===== config.mk =====
export PLATFORM = sky130hd
export DESIGN_NAME = uart_cfg_bank
export DESIGN_NICKNAME = d
export VERILOG_FILES = /design/src/verilog/uart_cfg_pkg.sv /design/src/verilog/uart_cfg_bank.sv
export VERILOG_INCLUDE_DIRS = /design/src /design/src/verilog
export SDC_FILE = /design/constraint.sdc
export NUM_CORES = 1
export LEC_CHECK = 0
export BUFFER_PORTS_ARGS = -buffer_cell sky130_fd_sc_hd__buf_2
export CAP_MARGIN = 0
export CORE_ASPECT_RATIO = 1.4
export CORE_UTILIZATION = 50
export CTS_CLUSTER_SIZE = 8
export DETAILED_ROUTE_END_ITERATION = 8
export GPL_TIMING_DRIVEN = 0
export PLACE_DENSITY_LB_ADDON = 0.12
export SYNTH_ARGS = -nofsm -noshare
export SYNTH_HDL_FRONTEND = slang
export SYNTH_HIERARCHICAL = 1
export SYNTH_SLANG_ARGS = --single-unit

===== constraint.sdc =====
create_clock -name clock -period 7 [get_ports clock]
set_clock_uncertainty 0.2 [all_clocks]
set_input_delay 1.05 -clock clock [delete_from_list [all_inputs] [get_ports clock]]
set_output_delay 1.05 -clock clock [all_outputs]
set_load 0.005 [all_outputs]

===== src/verilog/uart_cfg_defs.svh =====
// Register offsets, reset values, field positions and divider figures
// for the serial-port configuration bank; included by the bank only.
//
// Behaviour
// - Activation bit 0 turns the serial device off (0) or on (1).
// - Activation registers reset to 00h, so every serial device starts inactive.
// - Two byte registers hold base address 100h..FF8h, aligned to 8 bytes; the bank also accepts 000h..0F8h.
// - Base address resets are D 02h/E0h, E 03h/E8h, F 02h/E8h.
// - Interrupt select bits 3..0 pick the line; reset D,F 03h, E 04h.
// - Mode bit 6 picks level (0) or pulse (1) interrupt signalling for D,E.
// - Mode bit 5 picks original (0) or revised (1) receive FIFO error flag.
// - Mode bits 1..0: 00 gives 24 MHz/13, 01 gives 24 MHz/12.
// - Baud source also offers undivided 24 MHz and 24 MHz/1.625.
// - Device D mode bit 7: 0 delays receive clock 5 ns; E reserves it.
// - Mode registers reset to 00h; device D starts with receive delay on.
`ifndef UART_CFG_DEFS_SVH
`define UART_CFG_DEFS_SVH

`define IDX_ACTIVATE 8'h30
`define IDX_BASE_HIGH 8'h60
`define IDX_BASE_LOW 8'h61
`define IDX_IRQ_SELECT 8'h70
`define IDX_MODE_CONTROL 8'hF0

`define DEV_D 2'h0
`define DEV_E 2'h1
`define DEV_F 2'h2

`define ACTIVATE_RST 8'h00
`define D_BASE_HIGH_RST 8'h02
`define D_BASE_LOW_RST 8'hE0
`define E_BASE_HIGH_RST 8'h03
`define E_BASE_LOW_RST 8'hE8
`define F_BASE_HIGH_RST 8'h02
`define F_BASE_LOW_RST 8'hE8
`define D_IRQ_RST 8'h03
`define E_IRQ_RST 8'h04
`define F_IRQ_RST 8'h03
`define MODE_RST 8'h00

`define ACTIVATE_MASK 8'h01
`define BASE_HIGH_MASK 8'h0F
`define BASE_LOW_MASK 8'hF8
`define IRQ_MASK 8'h0F
`define MODE_D_MASK 8'hE3
`define MODE_E_MASK 8'h63

`define ACT_BIT 0
`define RX_NODELAY_BIT 7
`define PULSE_BIT 6
`define FIFO_NEW_BIT 5
`define BAUD_HI 1
`define BAUD_LO 0

// Divider as modulus/step: output rate = input * step / modulus
`define DIV13_MOD 5'h0D
`define DIV13_STEP 5'h01
`define DIV12_MOD 5'h0C
`define DIV12_STEP 5'h01
`define DIV1_MOD 5'h01
`define DIV1_STEP 5'h01
`define DIV1625_MOD 5'h0D
`define DIV1625_STEP 5'h08

`endif


===== src/verilog/uart_cfg_pkg.sv =====
// Types shared by the serial-port configuration bank.
// Assumes the bank's constants come from uart_cfg_defs.svh.
package uart_cfg_pkg;

    typedef enum logic [1:0] {
        BAUD_DIV13 = 2'h0,
        BAUD_DIV12 = 2'h1,
        BAUD_DIV1 = 2'h2,
        BAUD_DIV1625 = 2'h3
    } baud_sel_e;

    typedef struct packed {
        logic active;
        logic [11:0] base;
        logic [3:0] irq_sel;
        logic irq_pulse;
        logic fifo_err_new;
        logic rx_clk_nodelay;
        baud_sel_e baud_sel;
    } dev_cfg_s;

endpackage : uart_cfg_pkg


===== src/verilog/uart_cfg_bank.sv =====
// Configuration bank for three serial logical devices, reached over APB,
// plus baud-rate tick dividers for the two devices with a mode register.
// Assumes tick_24mhz is a one-cycle enable at 24 MHz, synchronous to clock.
`include "uart_cfg_defs.svh"

module baud_divider (
    input wire logic clock, // System clock
    input wire logic rstn, // Async reset, active low
    input wire logic tick_in, // 24 MHz enable
    input wire uart_cfg_pkg::baud_sel_e sel, // Divider choice
    output logic tick_out // Baud source enable
);
    logic [4:0] acc;
    logic [4:0] modulus;
    logic [4:0] step;
    logic [4:0] sum;
    logic wrap;

    assign modulus = (sel == uart_cfg_pkg::BAUD_DIV13) ? `DIV13_MOD :
                     (sel == uart_cfg_pkg::BAUD_DIV12) ? `DIV12_MOD :
                     (sel == uart_cfg_pkg::BAUD_DIV1) ? `DIV1_MOD : `DIV1625_MOD;
    assign step = (sel == uart_cfg_pkg::BAUD_DIV1625) ? `DIV1625_STEP : `DIV13_STEP;
    assign sum = acc + step;
    assign wrap = sum >= modulus;

    always_ff @(posedge clock or negedge rstn) begin
        if (!rstn) begin
            acc <= 5'h00;
            tick_out <= 1'b0;
        end else begin
            tick_out <= tick_in && wrap;
            if (tick_in) begin
                acc <= wrap ? 5'(sum - modulus) : sum;
            end else if (acc >= modulus) begin
                acc <= 5'h00;
            end
        end
    end
endmodule : baud_divider

module uart_cfg_bank (
    input wire logic clock, // 250 MHz system clock
    input wire logic rstn, // Async reset, active low
    input wire logic psel, // APB select
    input wire logic penable, // APB enable
    input wire logic pwrite, // APB direction
    input wire logic [31:0] paddr, // APB byte address
    input wire logic [31:0] pwdata, // APB write data
    output logic [31:0] prdata, // APB read data
    output logic pready, // APB ready
    output logic pslverr, // APB error, unmapped address
    input wire logic tick_24mhz, // 24 MHz enable pulse
    output uart_cfg_pkg::dev_cfg_s cfg_d, // Device D settings
    output uart_cfg_pkg::dev_cfg_s cfg_e, // Device E settings
    output uart_cfg_pkg::dev_cfg_s cfg_f, // Device F settings
    output logic baud_tick_d, // Device D baud source enable
    output logic baud_tick_e // Device E baud source enable
);
    logic [7:0] act_q [3];
    logic [7:0] bh_q [3];
    logic [7:0] bl_q [3];
    logic [7:0] irq_q [3];
    logic [7:0] mode_q [2];

    wire [7:0] idx = paddr[9:2];
    wire [1:0] dev = paddr[11:10];
    wire dev_ok = (dev != 2'h3) && (paddr[31:12] == 20'h00000) && (paddr[1:0] == 2'h0);
    wire [1:0] dsel = dev_ok ? dev : `DEV_D;
    wire hit_act = idx == `IDX_ACTIVATE;
    wire hit_bh = idx == `IDX_BASE_HIGH;
    wire hit_bl = idx == `IDX_BASE_LOW;
    wire hit_irq = idx == `IDX_IRQ_SELECT;
    wire hit_mode = (idx == `IDX_MODE_CONTROL) && (dev != `DEV_F);
    wire mapped = dev_ok && (hit_act || hit_bh || hit_bl || hit_irq || hit_mode);
    wire setup = psel && !penable;
    wire wr_en = psel && penable && pready && pwrite && mapped;
    wire [7:0] mode_rd = (dsel == `DEV_E) ? mode_q[1] : mode_q[0];
    wire [7:0] read_byte = hit_act ? act_q[dsel] :
                           hit_bh ? bh_q[dsel] :
                           hit_bl ? bl_q[dsel] :
                           hit_irq ? irq_q[dsel] :
                           hit_mode ? mode_rd : 8'h00;

    // Zero-wait slave: ready and data land in the first access cycle
    always_ff @(posedge clock or negedge rstn) begin
        if (!rstn) begin
            pready <= 1'b0;
            pslverr <= 1'b0;
            prdata <= 32'h00000000;
        end else begin
            pready <= setup;
            pslverr <= setup && !mapped;
            prdata <= (setup && !pwrite && mapped) ? {24'h000000, read_byte} : 32'h00000000;
        end
    end

    for (genvar d = 0; d < 3; d++) begin : g_dev
        localparam logic [7:0] BH_RST = (d == 0) ? `D_BASE_HIGH_RST :
                                        (d == 1) ? `E_BASE_HIGH_RST : `F_BASE_HIGH_RST;
        localparam logic [7:0] BL_RST = (d == 0) ? `D_BASE_LOW_RST :
                                        (d == 1) ? `E_BASE_LOW_RST : `F_BASE_LOW_RST;
        localparam logic [7:0] IRQ_RST = (d == 0) ? `D_IRQ_RST :
                                         (d == 1) ? `E_IRQ_RST : `F_IRQ_RST;
        wire dev_wr = wr_en && (dev == 2'(d));

        always_ff @(posedge clock or negedge rstn) begin
            if (!rstn) begin
                act_q[d] <= `ACTIVATE_RST;
                bh_q[d] <= BH_RST;
                bl_q[d] <= BL_RST;
                irq_q[d] <= IRQ_RST;
            end else if (dev_wr) begin
                if (hit_act) act_q[d] <= pwdata[7:0] & `ACTIVATE_MASK;
                if (hit_bh) bh_q[d] <= pwdata[7:0] & `BASE_HIGH_MASK;
                if (hit_bl) bl_q[d] <= pwdata[7:0] & `BASE_LOW_MASK;
                if (hit_irq) irq_q[d] <= pwdata[7:0] & `IRQ_MASK;
            end
        end
    end

    for (genvar m = 0; m < 2; m++) begin : g_mode
        localparam logic [7:0] MASK = (m == 0) ? `MODE_D_MASK : `MODE_E_MASK;

        always_ff @(posedge clock or negedge rstn) begin
            if (!rstn) begin
                mode_q[m] <= `MODE_RST;
            end else if (wr_en && hit_mode && (dev == 2'(m))) begin
                mode_q[m] <= pwdata[7:0] & MASK;
            end
        end
    end

    assign cfg_d = '{active: act_q[0][`ACT_BIT], base: {bh_q[0][3:0], bl_q[0]},
                     irq_sel: irq_q[0][3:0], irq_pulse: mode_q[0][`PULSE_BIT],
                     fifo_err_new: mode_q[0][`FIFO_NEW_BIT],
                     rx_clk_nodelay: mode_q[0][`RX_NODELAY_BIT],
                     baud_sel: uart_cfg_pkg::baud_sel_e'(mode_q[0][`BAUD_HI:`BAUD_LO])};
    assign cfg_e = '{active: act_q[1][`ACT_BIT], base: {bh_q[1][3:0], bl_q[1]},
                     irq_sel: irq_q[1][3:0], irq_pulse: mode_q[1][`PULSE_BIT],
                     fifo_err_new: mode_q[1][`FIFO_NEW_BIT],
                     rx_clk_nodelay: mode_q[1][`RX_NODELAY_BIT],
                     baud_sel: uart_cfg_pkg::baud_sel_e'(mode_q[1][`BAUD_HI:`BAUD_LO])};
    // Device F has no mode register: level interrupts, original flag, divide by 13
    assign cfg_f = '{active: act_q[2][`ACT_BIT], base: {bh_q[2][3:0], bl_q[2]},
                     irq_sel: irq_q[2][3:0], irq_pulse: 1'b0, fifo_err_new: 1'b0,
                     rx_clk_nodelay: 1'b0, baud_sel: uart_cfg_pkg::BAUD_DIV13};

    baud_divider u_baud_d (
        .clock(clock),
        .rstn(rstn),
        .tick_in(tick_24mhz),
        .sel(cfg_d.baud_sel),
        .tick_out(baud_tick_d)
    );

    baud_divider u_baud_e (
        .clock(clock),
        .rstn(rstn),
        .tick_in(tick_24mhz),
        .sel(cfg_e.baud_sel),
        .tick_out(baud_tick_e)
    );

    // Helper: 24 MHz ticks between device D baud ticks while code 00 held
    // The opening tick must come from code 00 too, or a residue shortens the gap
    logic [4:0] gap_d;
    logic gap_clean;
    logic sel13_q;
    always_ff @(posedge clock or negedge rstn) begin
        if (!rstn) begin
            gap_d <= 5'h00;
            gap_clean <= 1'b0;
            sel13_q <= 1'b0;
        end else begin
            sel13_q <= cfg_d.baud_sel == uart_cfg_pkg::BAUD_DIV13;
            if (baud_tick_d) begin
                gap_d <= tick_24mhz ? 5'h01 : 5'h00;
                gap_clean <= sel13_q && (cfg_d.baud_sel == uart_cfg_pkg::BAUD_DIV13);
            end else begin
                gap_d <= tick_24mhz ? 5'(gap_d + 5'h01) : gap_d;
                if (cfg_d.baud_sel != uart_cfg_pkg::BAUD_DIV13) gap_clean <= 1'b0;
            end
        end
    end

    // Helper: device E spacing under code 01, checked from the third tick on
    // A residue left by an earlier code can shorten the first period by one
    logic [4:0] gap_e;
    logic gap_e_arm;
    logic gap_e_clean;
    logic sel12_q;
    always_ff @(posedge clock or negedge rstn) begin
        if (!rstn) begin
            gap_e <= 5'h00;
            gap_e_arm <= 1'b0;
            gap_e_clean <= 1'b0;
            sel12_q <= 1'b0;
        end else begin
            sel12_q <= cfg_e.baud_sel == uart_cfg_pkg::BAUD_DIV12;
            if (baud_tick_e) begin
                gap_e <= tick_24mhz ? 5'h01 : 5'h00;
                gap_e_arm <= sel12_q && (cfg_e.baud_sel == uart_cfg_pkg::BAUD_DIV12);
                gap_e_clean <= gap_e_arm && (cfg_e.baud_sel == uart_cfg_pkg::BAUD_DIV12);
            end else begin
                gap_e <= tick_24mhz ? 5'(gap_e + 5'h01) : gap_e;
                if (cfg_e.baud_sel != uart_cfg_pkg::BAUD_DIV12) begin
                    gap_e_arm <= 1'b0;
                    gap_e_clean <= 1'b0;
                end
            end
        end
    end

    act_reset_a: assert property (@(posedge clock) $rose(rstn) |->
        !cfg_d.active && !cfg_e.active && !cfg_f.active)
        else $error("device active straight after reset");
    base_reset_a: assert property (@(posedge clock) $rose(rstn) |->
        cfg_d.base == 12'h2E0 && cfg_e.base == 12'h3E8 && cfg_f.base == 12'h2E8)
        else $error("base address reset value wrong");
    mode_reset_a: assert property (@(posedge clock) $rose(rstn) |->
        cfg_d.baud_sel == uart_cfg_pkg::BAUD_DIV13 && !cfg_d.rx_clk_nodelay
        && !cfg_d.irq_pulse && !cfg_e.fifo_err_new && cfg_e.irq_sel == 4'h4)
        else $error("mode or irq reset value wrong");
    act_write_a: assert property (@(posedge clock) disable iff (!rstn)
        wr_en && hit_act && dev == `DEV_F |=> cfg_f.active == $past(pwdata[0]))
        else $error("activation write not applied");
    base_align_a: assert property (@(posedge clock) disable iff (!rstn)
        cfg_d.base[2:0] == 3'h0 && cfg_e.base[2:0] == 3'h0 && cfg_f.base[2:0] == 3'h0)
        else $error("base address not 8-byte aligned");
    irq_write_a: assert property (@(posedge clock) disable iff (!rstn)
        wr_en && hit_irq && dev == `DEV_E |=> cfg_e.irq_sel == $past(pwdata[3:0])
        ##1 $stable(cfg_e.irq_sel) || $past(wr_en))
        else $error("irq select write not applied");
    pulse_mode_a: assert property (@(posedge clock) disable iff (!rstn)
        wr_en && hit_mode && dev == `DEV_D |=>
        cfg_d.irq_pulse == $past(pwdata[6]) && cfg_d.fifo_err_new == $past(pwdata[5]))
        else $error("mode write not applied");
    baud13_a: assert property (@(posedge clock) disable iff (!rstn)
        baud_tick_d && gap_clean && cfg_d.baud_sel == uart_cfg_pkg::BAUD_DIV13 |-> gap_d == 5'h0D)
        else $error("divide by 13 spacing wrong");
    baud24_a: assert property (@(posedge clock) disable iff (!rstn)
        tick_24mhz && cfg_e.baud_sel == uart_cfg_pkg::BAUD_DIV1
        && $stable(cfg_e.baud_sel) |=> baud_tick_e)
        else $error("undivided baud source missed a tick");
    rx_reserved_a: assert property (@(posedge clock) disable iff (!rstn)
        !cfg_e.rx_clk_nodelay)
        else $error("device E reserved delay bit set");

    // Bus answer: one ready per setup, data and error only with it
    ready_after_setup_a: assert property (@(posedge clock) disable iff (!rstn)
        setup
        |=> pready)
        else $error("ready missing after setup");
    ready_pulse_a: assert property (@(posedge clock) disable iff (!rstn)
        pready
        |=> !pready)
        else $error("ready held past one cycle");
    err_with_ready_a: assert property (@(posedge clock) disable iff (!rstn)
        pslverr
        |-> pready)
        else $error("error without ready");
    rdata_idle_a: assert property (@(posedge clock) disable iff (!rstn)
        !pready
        |-> prdata == 32'h00000000)
        else $error("read data outside access");
    rdata_upper_a: assert property (@(posedge clock) disable iff (!rstn)
        pready
        |-> prdata[31:8] == 24'h000000)
        else $error("read data upper bits set");
    unmapped_write_a: assert property (@(posedge clock) disable iff (!rstn)
        psel && penable && pready && pwrite && !mapped
        |=> $stable(cfg_d) && $stable(cfg_e) && $stable(cfg_f))
        else $error("refused write changed a setting");
    reg_stable_a: assert property (@(posedge clock) disable iff (!rstn)
        !wr_en
        |=> $stable(cfg_d) && $stable(cfg_e) && $stable(cfg_f))
        else $error("setting changed without a write");

    // Register writes land on the next edge
    act_write_d_a: assert property (@(posedge clock) disable iff (!rstn)
        wr_en && hit_act && dev == `DEV_D
        |=> cfg_d.active == $past(pwdata[0]))
        else $error("device D activation write not applied");
    act_write_e_a: assert property (@(posedge clock) disable iff (!rstn)
        wr_en && hit_act && dev == `DEV_E
        |=> cfg_e.active == $past(pwdata[0]))
        else $error("device E activation write not applied");
    base_high_d_a: assert property (@(posedge clock) disable iff (!rstn)
        wr_en && hit_bh && dev == `DEV_D
        |=> cfg_d.base[11:8] == $past(pwdata[3:0]))
        else $error("device D base high write not applied");
    base_high_e_a: assert property (@(posedge clock) disable iff (!rstn)
        wr_en && hit_bh && dev == `DEV_E
        |=> cfg_e.base[11:8] == $past(pwdata[3:0]))
        else $error("device E base high write not applied");
    base_high_f_a: assert property (@(posedge clock) disable iff (!rstn)
        wr_en && hit_bh && dev == `DEV_F
        |=> cfg_f.base[11:8] == $past(pwdata[3:0]))
        else $error("device F base high write not applied");
    base_low_d_a: assert property (@(posedge clock) disable iff (!rstn)
        wr_en && hit_bl && dev == `DEV_D
        |=> cfg_d.base[7:3] == $past(pwdata[7:3]))
        else $error("device D base low write not applied");
    base_low_e_a: assert property (@(posedge clock) disable iff (!rstn)
        wr_en && hit_bl && dev == `DEV_E
        |=> cfg_e.base[7:3] == $past(pwdata[7:3]))
        else $error("device E base low write not applied");
    base_low_f_a: assert property (@(posedge clock) disable iff (!rstn)
        wr_en && hit_bl && dev == `DEV_F
        |=> cfg_f.base[7:3] == $past(pwdata[7:3]))
        else $error("device F base low write not applied");
    irq_write_d_a: assert property (@(posedge clock) disable iff (!rstn)
        wr_en && hit_irq && dev == `DEV_D
        |=> cfg_d.irq_sel == $past(pwdata[3:0]))
        else $error("device D irq select write not applied");
    irq_write_f_a: assert property (@(posedge clock) disable iff (!rstn)
        wr_en && hit_irq && dev == `DEV_F
        |=> cfg_f.irq_sel == $past(pwdata[3:0]))
        else $error("device F irq select write not applied");
    mode_write_e_a: assert property (@(posedge clock) disable iff (!rstn)
        wr_en && hit_mode && dev == `DEV_E
        |=> cfg_e.irq_pulse == $past(pwdata[6]) && cfg_e.fifo_err_new == $past(pwdata[5]))
        else $error("device E mode write not applied");
    baud_write_d_a: assert property (@(posedge clock) disable iff (!rstn)
        wr_en && hit_mode && dev == `DEV_D
        |=> cfg_d.baud_sel == uart_cfg_pkg::baud_sel_e'($past(pwdata[1:0])))
        else $error("device D baud code write not applied");
    baud_write_e_a: assert property (@(posedge clock) disable iff (!rstn)
        wr_en && hit_mode && dev == `DEV_E
        |=> cfg_e.baud_sel == uart_cfg_pkg::baud_sel_e'($past(pwdata[1:0])))
        else $error("device E baud code write not applied");
    rx_delay_write_a: assert property (@(posedge clock) disable iff (!rstn)
        wr_en && hit_mode && dev == `DEV_D
        |=> cfg_d.rx_clk_nodelay == $past(pwdata[7]))
        else $error("receive delay write not applied");

    // Reserved bits read as zero
    act_upper_a: assert property (@(posedge clock) disable iff (!rstn)
        act_q[0][7:1] == 7'h00 && act_q[1][7:1] == 7'h00
        && act_q[2][7:1] == 7'h00)
        else $error("activation reserved bits set");
    irq_upper_a: assert property (@(posedge clock) disable iff (!rstn)
        irq_q[0][7:4] == 4'h0 && irq_q[1][7:4] == 4'h0
        && irq_q[2][7:4] == 4'h0)
        else $error("irq select reserved bits set");
    mode_reserved_a: assert property (@(posedge clock) disable iff (!rstn)
        mode_q[0][4:2] == 3'h0 && mode_q[1][4:2] == 3'h0
        && !mode_q[1][7])
        else $error("mode reserved bits set");

    // Reset values seen at the first edge after release
    irq_reset_a: assert property (@(posedge clock) $rose(rstn)
        |-> cfg_d.irq_sel == 4'h3
        && cfg_f.irq_sel == 4'h3)
        else $error("irq select reset value wrong");
    mode_reset_e_a: assert property (@(posedge clock) $rose(rstn)
        |-> cfg_e.baud_sel == uart_cfg_pkg::BAUD_DIV13
        && !cfg_e.irq_pulse && !cfg_d.fifo_err_new)
        else $error("device E mode reset value wrong");

    // Baud sources: ticks only after a 24 MHz tick, spaced by the code
    tick_idle_a: assert property (@(posedge clock) disable iff (!rstn)
        !tick_24mhz
        |=> !baud_tick_d && !baud_tick_e)
        else $error("baud tick without a 24 MHz tick");
    baud_gap_d_a: assert property (@(posedge clock) disable iff (!rstn)
        baud_tick_d && cfg_d.baud_sel == uart_cfg_pkg::BAUD_DIV13 && $stable(cfg_d.baud_sel)
        |=> !baud_tick_d)
        else $error("device D baud ticks back to back");
    baud_gap_e_a: assert property (@(posedge clock) disable iff (!rstn)
        baud_tick_e && cfg_e.baud_sel == uart_cfg_pkg::BAUD_DIV12 && $stable(cfg_e.baud_sel)
        |=> !baud_tick_e)
        else $error("device E baud ticks back to back");
    baud12_a: assert property (@(posedge clock) disable iff (!rstn)
        baud_tick_e && gap_e_clean && cfg_e.baud_sel == uart_cfg_pkg::BAUD_DIV12
        |-> gap_e == 5'h0C)
        else $error("divide by 12 spacing wrong");

    act_write_c: cover property (@(posedge clock) disable iff (!rstn)
        wr_en && hit_act && pwdata[0]);
    pulse_mode_c: cover property (@(posedge clock) disable iff (!rstn) cfg_d.irq_pulse);
    baud_frac_c: cover property (@(posedge clock) disable iff (!rstn)
        cfg_e.baud_sel == uart_cfg_pkg::BAUD_DIV1625 && baud_tick_e);
    unmapped_c: cover property (@(posedge clock) disable iff (!rstn) pslverr);
    baud12_c: cover property (@(posedge clock) disable iff (!rstn) baud_tick_e && gap_e_clean);
endmodule : uart_cfg_bank


* Word level (Yosys, flattened, before mapping)
Cells that the tools add are included.
** Word-level totals
- Memory bits (read-only) :: 0
- RAM bits :: 0
- Register bits after elaboration :: 73
- Latch bits :: 0
- Memories :: 0
** Cells by class
- Multiplexer cells :: 34
- Divide/modulo/power cells :: 0
- Shift operators :: 0
- Multiply operators :: 0
- Eq/ne operators :: 16
- Reduce and logical (&&, ||, !) cells :: 46
- $lt $le $gt $ge :: 5
- Bitwise logic cells :: 1
- $add $sub $neg :: 4
** Operators by type and width (number)
- $mux 8 :: 15
- $bmux 8 s2 :: 4
- $mux 5 :: 10
- $eq 8x7->1 const B :: 3
- $reduce_and 2->1 :: 12
- $ge 5x5->1 :: 4
- $logic_and 1x1->1 :: 20
- $logic_not 20->1 :: 1
- $mux 4 :: 4
- $add 5x5->5 :: 2
- $eq 2x2->1 const B :: 5
- $sub 5x5->5 :: 2
- $eq 2x1->1 const B :: 4
- $eq 8x6->1 const B :: 1
- $eq 8x8->1 const B :: 1
- $logic_not 2->1 :: 4
- $logic_or 1x1->1 :: 4
- $ne 2x2->1 const B :: 2
- $reduce_bool 2->1 :: 2
- $ge 3x3->1 const B :: 1
- $logic_not 1->1 :: 3
- $not 2->3 :: 1
- $mux 2 :: 1

* Logic depth before layout (Yosys ltp)
Gate-level depths: netlist of the first run.
- Word-level depth :: 13
- Gate-level depth with buffers :: 11

* Modules after synthesis
The synthesis of the first run kept the hierarchy.
** Modules (own cells, without submodules)
- uart_cfg_bank :: cells an instance 315, times used 1, seq. area each 1551.5 um^2, area an instance 3459.6 um^2
- baud_divider (u_baud_e) :: cells an instance 60, times used 1, seq. area each 150.1 um^2, area an instance 623.1 um^2
- baud_divider (u_baud_d) :: cells an instance 62, times used 1, seq. area each 150.1 um^2, area an instance 600.6 um^2

* Worst setup path before layout of the first run
Ideal clock, no wire load.
- Path kind :: input-to-reg
- Start point :: in paddr[3]
- End point :: reg bh_q (netlist bit cfg_d[19])
- Library setup time :: 0.125 ns
- Slack :: 3.559 ns
- Path buffers :: 1
- Stages on the path :: 6
- Data arrival time :: 3.117 ns
- Cell sequence :: or4b_4 -> or2_0 -> buf_2 -> or4_4 -> nor3_4 -> mux2_2
** Between the ends
- Cells in the longest elaborated chain, start to end :: 9
- Elaborated cells on any way between the ends :: 14
** Ends and longest elaborated chain
- start: declaration :: line uart_cfg_bank.sv:47 : input wire logic [31:0] paddr,
- $eq 8x6->1 (no line) or $eq 8x7->1 (tied branches)
- $logic_or 1x1->1 (4 in series) :: line uart_cfg_bank.sv:74 : wire mapped = dev_ok && (hit_act || hit_bh || hit_bl || hit_irq || hit_mode);
- $logic_and 1x1->1 :: line uart_cfg_bank.sv:74
- $logic_and 1x1->1 :: line uart_cfg_bank.sv:76 : wire wr_en = psel && penable && pready && pwrite && mapped;
- $logic_and 1x1->1 :: line uart_cfg_bank.sv:104 : wire dev_wr = wr_en && (dev == 2'(d));
- $reduce_and 2->1 (no line) (*)
- end signal: indexed assignment :: line uart_cfg_bank.sv:114 : if (hit_bh) bh_q[d] <= pwdata[7:0] & `BASE_HIGH_MASK;
- end: declaration :: line uart_cfg_bank.sv:60 : logic [7:0] bh_q [3];
Every way passes the cells marked *; elsewhere a longest branch is shown, timed or not.
A chain may end at the register's enable or synchronous reset.

* Worst setup path in the final report of the first run
- Start point :: in paddr[11]
- End point :: reg prdata[1]
** Between the ends
- Cells in the longest elaborated chain, start to end :: 13
- Elaborated cells on any way between the ends :: 30
** Ends and longest elaborated chain
- $ne 2x2->1 :: line uart_cfg_bank.sv:67 : wire dev_ok = (dev != 2'h3) && (paddr[31:12] == 20'h00000) && (paddr[1:0] == 2'h0);
- $logic_and 1x1->1 (2 in series) :: line uart_cfg_bank.sv:67
- $mux 2 (no line)
- $not 2->3 (implied by the code)
- $bmux 8 s2 :: line uart_cfg_bank.sv:81 : hit_irq ? irq_q[dsel] :
- $mux 8 (implied by the code) (2 in series) :: line uart_cfg_bank.sv:81
- $mux 8 :: line uart_cfg_bank.sv:81
- $mux 8 :: line uart_cfg_bank.sv:80 : hit_bl ? bl_q[dsel] :
- $mux 8 :: line uart_cfg_bank.sv:79 : hit_bh ? bh_q[dsel] :
- $mux 8 :: line uart_cfg_bank.sv:78 : wire [7:0] read_byte = hit_act ? act_q[dsel] :
- $mux 8 (*) :: line uart_cfg_bank.sv:93 : prdata <= (setup && !pwrite && mapped) ? {24'h000000, read_byte} : 32'h00000000;
- end signal: assignment :: line uart_cfg_bank.sv:93
- end: declaration :: line uart_cfg_bank.sv:49 : output logic [31:0] prdata,
Every way passes the cells marked *; elsewhere a longest branch is shown, timed or not. The select of a mux whose other input is x is not followed.

==> results.tsv, run 1 <==
stage	metric	value	unit
run_status	outcome	finished, final reports clean	
critical_path	Arr. time, crit path	3.73	ns
logic_synthesis	predominant post-synthesis flop cell	dfrtp_1	
detailed_routing	drt first-iter violations	150	
die	FP Rows	41	
logic_synthesis	leading area contributor after synthesis	dfrtp_1	
pwr	Lkg Pwr	0.00303	µW
placed_design	DP HPWL	9480	µm
critical_path	Setup CP Type	in2reg	
global_routing	GRT Total Usage	0.256	
critical_path	most frequent CP cell	clkbuf_1	
detailed_routing	Post-Route WL	12100	µm
global_routing	global-route wire length before repair	19200	µm
global_routing	initial antenna violation count	0	
global_routing	vias in the first global route	3801	
timing	Tmin final	3.67	ns
timing	setup TNS	0	ns
worst_hold_path	Hold Path Class	in2async	
critical_path	CP delay by family, top	buffers and inverters	
clock_tree	TritonCTS clock tree	built	
pwr	worst IR drop on VDD	0.000161	V
die	Ports	172	
timing	f_max	273	MHz
placed_design	Routability Congestion	0.912	
clock_tree	CTS root buf	clkbuf_16	
critical_path	crit end category	register	
critical_path	worst path required time	7.06	ns
clock_tree	clock latency on the worst-skew pair	0.34	ns
cells_and_area	layout net count	680	
critical_path	Slowest Stage Delay on Critical Path	0.49	ns
pwr	Pwr Total	1430	µW
run	max cap viols	0	
cells_and_area	commonest non-fill, non-tap cells in the layout	buf_2, dfrtp_1, mux2_2	
clock_tree	buffer depth of the longest clock path	2	
cells_and_area	ratio of cells with drive above 1 in the final layout	0.424	
logic_synthesis	Synth Area per Inst	10.7	µm²
timing	fin crit share	0.524	
die	DIE HEIGHT	117	µm
cells_and_area	area delta synth->final	24.4	%
timing	final setup vio count	0	
cells_and_area	commonest non-fill, non-tap cell in the layout	buf_2	
logic_synthesis	Synth async-reset ratio	1.00	
critical_path	reg2reg setup slack	3.70	ns
global_routing	GR Overflow Total	0	
logic_synthesis	number of synthesized flops with an enable pin	0	
detailed_routing	post-route antenna net violation count	0	
critical_path	Reg-to-Reg End	u_baud_e/acc[0]	
timing	Slew Limit Fails	0	
logic_synthesis	cell area after synthesis	0.00468	mm²
pwr	Power Density	246	mW/mm²
clock_tree	TritonCTS Buffers	9	
critical_path	Crit Path Max Fanout	10	
detailed_routing	drc violations	0	
clock_tree	CTS resizes	0	
timing	unrepaired setup endpoints after global routing	false	
placed_design	PortBufs	105	
logic_synthesis	Seq/Total Area, Yosys	0.395	
timing	Slew HR	0.377	
cells_and_area	Ant. Diodes	0	
clock_tree	Sink Count	73	
die	DIE WIDTH	83.8	µm
detailed_routing	Via density	5.49	
logic_synthesis	Synth cell types	75	
clock_tree	hold buffer count at CTS	0	
die	CORE AREA	0.00903	mm²
critical_path	startpoint types	primary input	
logic_synthesis	Yosys top cell area share	0.283	
global_routing	largest net degree at the start of global routing	73	
clock_tree	CTS clk-pin slew, worst paths	0.06	ns
detailed_routing	drt pass-1 iters	4	
logic_synthesis	Yosys reg bits	73	
die	die area	0.00976	mm²
die	Initial Util	0.519	
critical_path	slowest stage cell, crit path	buf_1	
clock_tree	postcts setup bufs	0	
clock_tree	H-tree Lvls	3	
detailed_routing	wire length per cell	17.2	µm
timing	Hold Fails Final Rpt	0	
logic_synthesis	Post-Synthesis Cells	437	
timing	slew at the pin closest to its max-slew limit	0.927	ns
critical_path	reg-to-reg startpoint	cfg_e[0]	
logic_synthesis	Yosys warning count	6	
logic_synthesis	Synth area leaders	dfrtp_1, mux2_2, dfstp_2, buf_4, ha_1	
critical_path	Crit path buffers/inverters	4	
critical_path	CP cell instances	clkbuf_1 -> a211oi_1 -> and2_1 -> clkbuf_1 -> nand2_1 -> buf_1 -> clkbuf_1 -> o21ai_0 -> o22a_1 -> a21oi_1	
detailed_routing	via count	3864	
critical_path	R2R depth	10	
-- power breakdown --
part	leakage (µW)	internal (µW)	switching, µW
Combinational	0.00194	224	233
Clock	0.000152	310	176
Sequential	0.000932	454	34.7
Total	0.00303	989	443
-- Yosys cell counts (3+ instances only) --
cell type	number
dfrtp_1	53
mux2_2	52
buf_4	39
nor2_1	24
dfstp_2	20
ha_1	18
nand2_1	17
nor3_1	15
inv_1	14
mux2i_1	13
a21oi_1	12
nand2b_1	12
nor2b_1	11
clkbuf_1	10
nand3_1	9
xnor2_1	8
nor4_1	7
a21o_1	5
o21a_1	5
o21ai_0	5
nand4_1	4
o2111ai_1	4
o22ai_1	4
o32ai_1	4
a31oi_1	3
nand3b_1	3
nor3_2	3
o2bb2ai_1	3
xor2_1	3
-- worst reg2reg max path, cell delays in order (launching register included) --
cell,delay (ns)
dfrtp_1,0.48
nand2_1,0.11
ha_1,0.22
ha_1,0.23
xor2_1,0.17
ha_1,0.37
o21a_1,0.21
o41ai_2,0.07
nor4b_4,0.49
mux2_4,0.34
a221o_1,0.29
-- logic make-up (layout without fill, tap and decap cells) --
family	count (synthesis)	count (layout)	synth area share
AO/OA/AOI/OAI	69	69	0.118
XOR/XNOR	12	12	0.0240
adder cells (fa/ha/maj)	18	18	0.0481
buffers and inverters	67	189	0.0868
flip-flops	73	73	0.395
multiplexers	67	67	0.158
other	1	39	0.000801
AND/OR/NAND/NOR	130	130	0.169
-- sequential cells by signal, indices dropped and copies added, names as in the netlist --
register           cells
cfg_d                 19
cfg_e                 18
cfg_f                 14
prdata                 8
pready                 1
pslverr                1
u_baud_d/acc           5
u_baud_d/tick_out      1
u_baud_e/acc           5
u_baud_e/tick_out      1
-- worst max-delay path by stage --
stage | from | to | slack [ns] | depth (start not counted)
2_1_floorplan | paddr[3] | cfg_d[19] | 3.56 | 6
3_3_place_gp | paddr[11] | cfg_e[1] | 3.09 | 8
3_5_place_dp | paddr[11] | cfg_e[1] | 3.07 | 8
4_1_cts | paddr[11] | cfg_e[1] | 3.42 | 8
5_1_grt | paddr[11] | prdata[1] | 3.19 | 10
6_report | paddr[11] | prdata[1] | 3.33 | 10
-- per-layer routing --
metal	track usage	up-vias	wire, µm
li1	-	1838	-
met1	0.288	1864	4670
met2	0.463	124	6430
met3	0.0410	38	471
met4	0.146	0	549
met5	0	-	0
-- area by class of cell --
cell class                 count  area [µm²]
tap                          107         134
fill                         782        3200
buffer                        53         354
clock inverter                 6        82.6
inverter                      14        52.6
sequential                    73        1850
clock buffer                  10         229
multi-input combinational    335        2570
timing repair buffer         106         556
-- through the flow --
stage / setup slack, ns / cells / hold WS, ns / utilization / cell area [µm²]
after floorplan: 3.56 / 475 / 0.300 / - / 4830
after global placement: 3.09 / 687 / 0.314 / 0.608 / 5490
after detailed placement: 3.07 / 688 / 0.324 / 0.611 / 5520
after CTS: 3.42 / 704 / 0.291 / 0.645 / 5830
after global routing: 3.19 / 704 / 0.291 / 0.645 / 5830
final: 3.33 / 704 / 0.300 / 0.645 / 5830
(Power assumes the default switching activity.)
==> run 2, diff against run 1 <==
==> constraint.sdc (replaced) <==
create_clock -name clock -period 3.6 [get_ports clock]
set_clock_uncertainty 0.2 [all_clocks]
set_input_delay 0.54 -clock clock [delete_from_list [all_inputs] [get_ports clock]]
set_output_delay 0.54 -clock clock [all_outputs]
set_load 0.005 [all_outputs]
==> results.tsv, run 2 (synthesis results as in run 1) <==
stage	metric	value	unit
clock_tree	TritonCTS clock tree	built	
clock_tree	CTS root buf	clkbuf_16	
critical_path	Slowest Stage Delay on Critical Path	0.49	ns
worst_hold_path	min-delay src	pwdata[0]	
pwr	Pwr Total	2780	µW
placed_design	DP HPWL	9480	µm
clock_tree	CTS clk-pin slew, worst paths	0.06	ns
cells_and_area	commonest non-fill, non-tap cell in the layout	buf_2	
critical_path	crit path launch	cfg_e[0]	
global_routing	GR Overflow Total	0	
clock_tree	CTS resizes	0	
detailed_routing	via count	3864	
detailed_routing	drc violations	0	
critical_path	startpoint types	register	
clock_tree	buffer depth of the longest clock path	2	
detailed_routing	wire length per cell	17.2	µm
critical_path	most frequent CP cell	ha_1	
timing	Slew HR	0.385	
detailed_routing	drt pass-1 iters	4	
cells_and_area	Ant. Diodes	0	
critical_path	slowest stage cell, crit path	nor4b_4	
cells_and_area	commonest non-fill, non-tap cells in the layout	buf_2, dfrtp_1, mux2_2	
detailed_routing	Via density	5.48	
timing	final hold slack	0.246	ns
pwr	worst IR drop on VDD	0.000311	V
critical_path	Arr. time, crit path	3.32	ns
clock_tree	H-tree Lvls	3	
clock_tree	TritonCTS Buffers	9	
pwr	Lkg Pwr	0.00303	µW
global_routing	global-route wire length before repair	19200	µm
timing	f_max	303	MHz
run	max cap viols	0	
die	CORE AREA	0.00903	mm²
worst_hold_path	Hold Path Class	in2reg	
cells_and_area	layout net count	681	
timing	Tmin final	3.30	ns
critical_path	crit end category	register	
run_status	outcome	finished, final reports clean	
die	FP Rows	41	
critical_path	CP cell instances	nand2_1 -> ha_1 -> ha_1 -> xor2_1 -> ha_1 -> o21a_1 -> o41ai_2 -> nor4b_4 -> mux2_4 -> a221o_1	
die	Initial Util	0.519	
cells_and_area	ratio of cells with drive above 1 in the final layout	0.423	
placed_design	PortBufs	105	
timing	Slew Limit Fails	0	
critical_path	Setup CP Type	reg2reg	
global_routing	initial antenna violation count	0	
die	DIE WIDTH	83.8	µm
clock_tree	clock latency on the worst-skew pair	0.34	ns
detailed_routing	Post-Route WL	12100	µm
timing	final setup vio count	0	
timing	unrepaired setup endpoints after global routing	false	
die	die area	0.00976	mm²
timing	setup TNS	0	ns
cells_and_area	Largest register FFs	19	
global_routing	vias in the first global route	3813	
placed_design	Routability Congestion	0.912	
critical_path	Crit Path Max Fanout	9	
detailed_routing	drt first-iter violations	147	
critical_path	reg-to-reg startpoint	cfg_e[0]	
clock_tree	Sink Count	73	
cells_and_area	area delta synth->final	24.6	%
global_routing	largest net degree at the start of global routing	73	
timing	fin crit share	0.917	
timing	Hold Fails Final Rpt	0	
timing	slew at the pin closest to its max-slew limit	0.915	ns
die	Ports	172	
die	DIE HEIGHT	117	µm
critical_path	worst path required time	3.62	ns
global_routing	GRT Total Usage	0.256	
pwr	Power Density	477	mW/mm²
detailed_routing	post-route antenna net violation count	0	
[run 2: timing repair]
item                                   in CTS  in global routing
buffers inserted                            0                  0
hold buffers                                1                  0
endpoints found under the hold margin       1                  0
[run 2: final timing paths]
path	endpoint	slack [ns]	cells past startpoint
setup / recovery	u_baud_e/acc[0]	0.30	10
min in group asynchronous	u_baud_e/tick_out	0.35	2
hold / removal	cfg_f[17]	0.25	2
setup reg to reg	u_baud_e/acc[0]	0.30	10
hold reg to reg	cfg_d[4]	0.33	1
max in group asynchronous	cfg_d[16]	2.29	3
[run 2: final cells by class]
type / instances / area, µm²
sequential: 73 / 1850
multi-input combinational: 335 / 2570
clock buffer: 10 / 229
timing repair buffer: 107 / 566
clock inverter: 6 / 82.6
inverter: 14 / 52.6
buffer: 53 / 354
tap: 107 / 134
fill: 781 / 3190
[run 2: routing by layer]
layer,GRT usage,part of all wire,vias to the layer above
met5,0,0,-
met4,0.146,0.042,0
met3,0.0410,0.040,34
met2,0.464,0.54,121
met1,0.288,0.38,1864
li1,-,-,1845
[run 2: stage by stage]
stage               std cells  instance area [µm²]  worst slack [ns]  utilization
floorplan                 475                 4830             0.575            -
global placement          687                 5490             0.198        0.608
detailed placement        688                 5520             0.182        0.611
CTS                       705                 5840             0.302        0.646
global route              705                 5840            0.0789        0.646
finish                    705                 5840             0.299        0.646
[run 2: worst max-delay path: cells and delay by family (launching register included)]
kind | cells | cell delay, ns
mux | 1 | 0.34
flops | 1 | 0.48
fa+ha+maj | 3 | 0.82
simple gates | 2 | 0.60
xor+xnor | 1 | 0.17
compound gates | 3 | 0.57
[run 2: report_power, final]
part | internal [µW] | switching [µW]
combinational | 437 | 453
sequential | 884 | 67.4
clock | 603 | 339
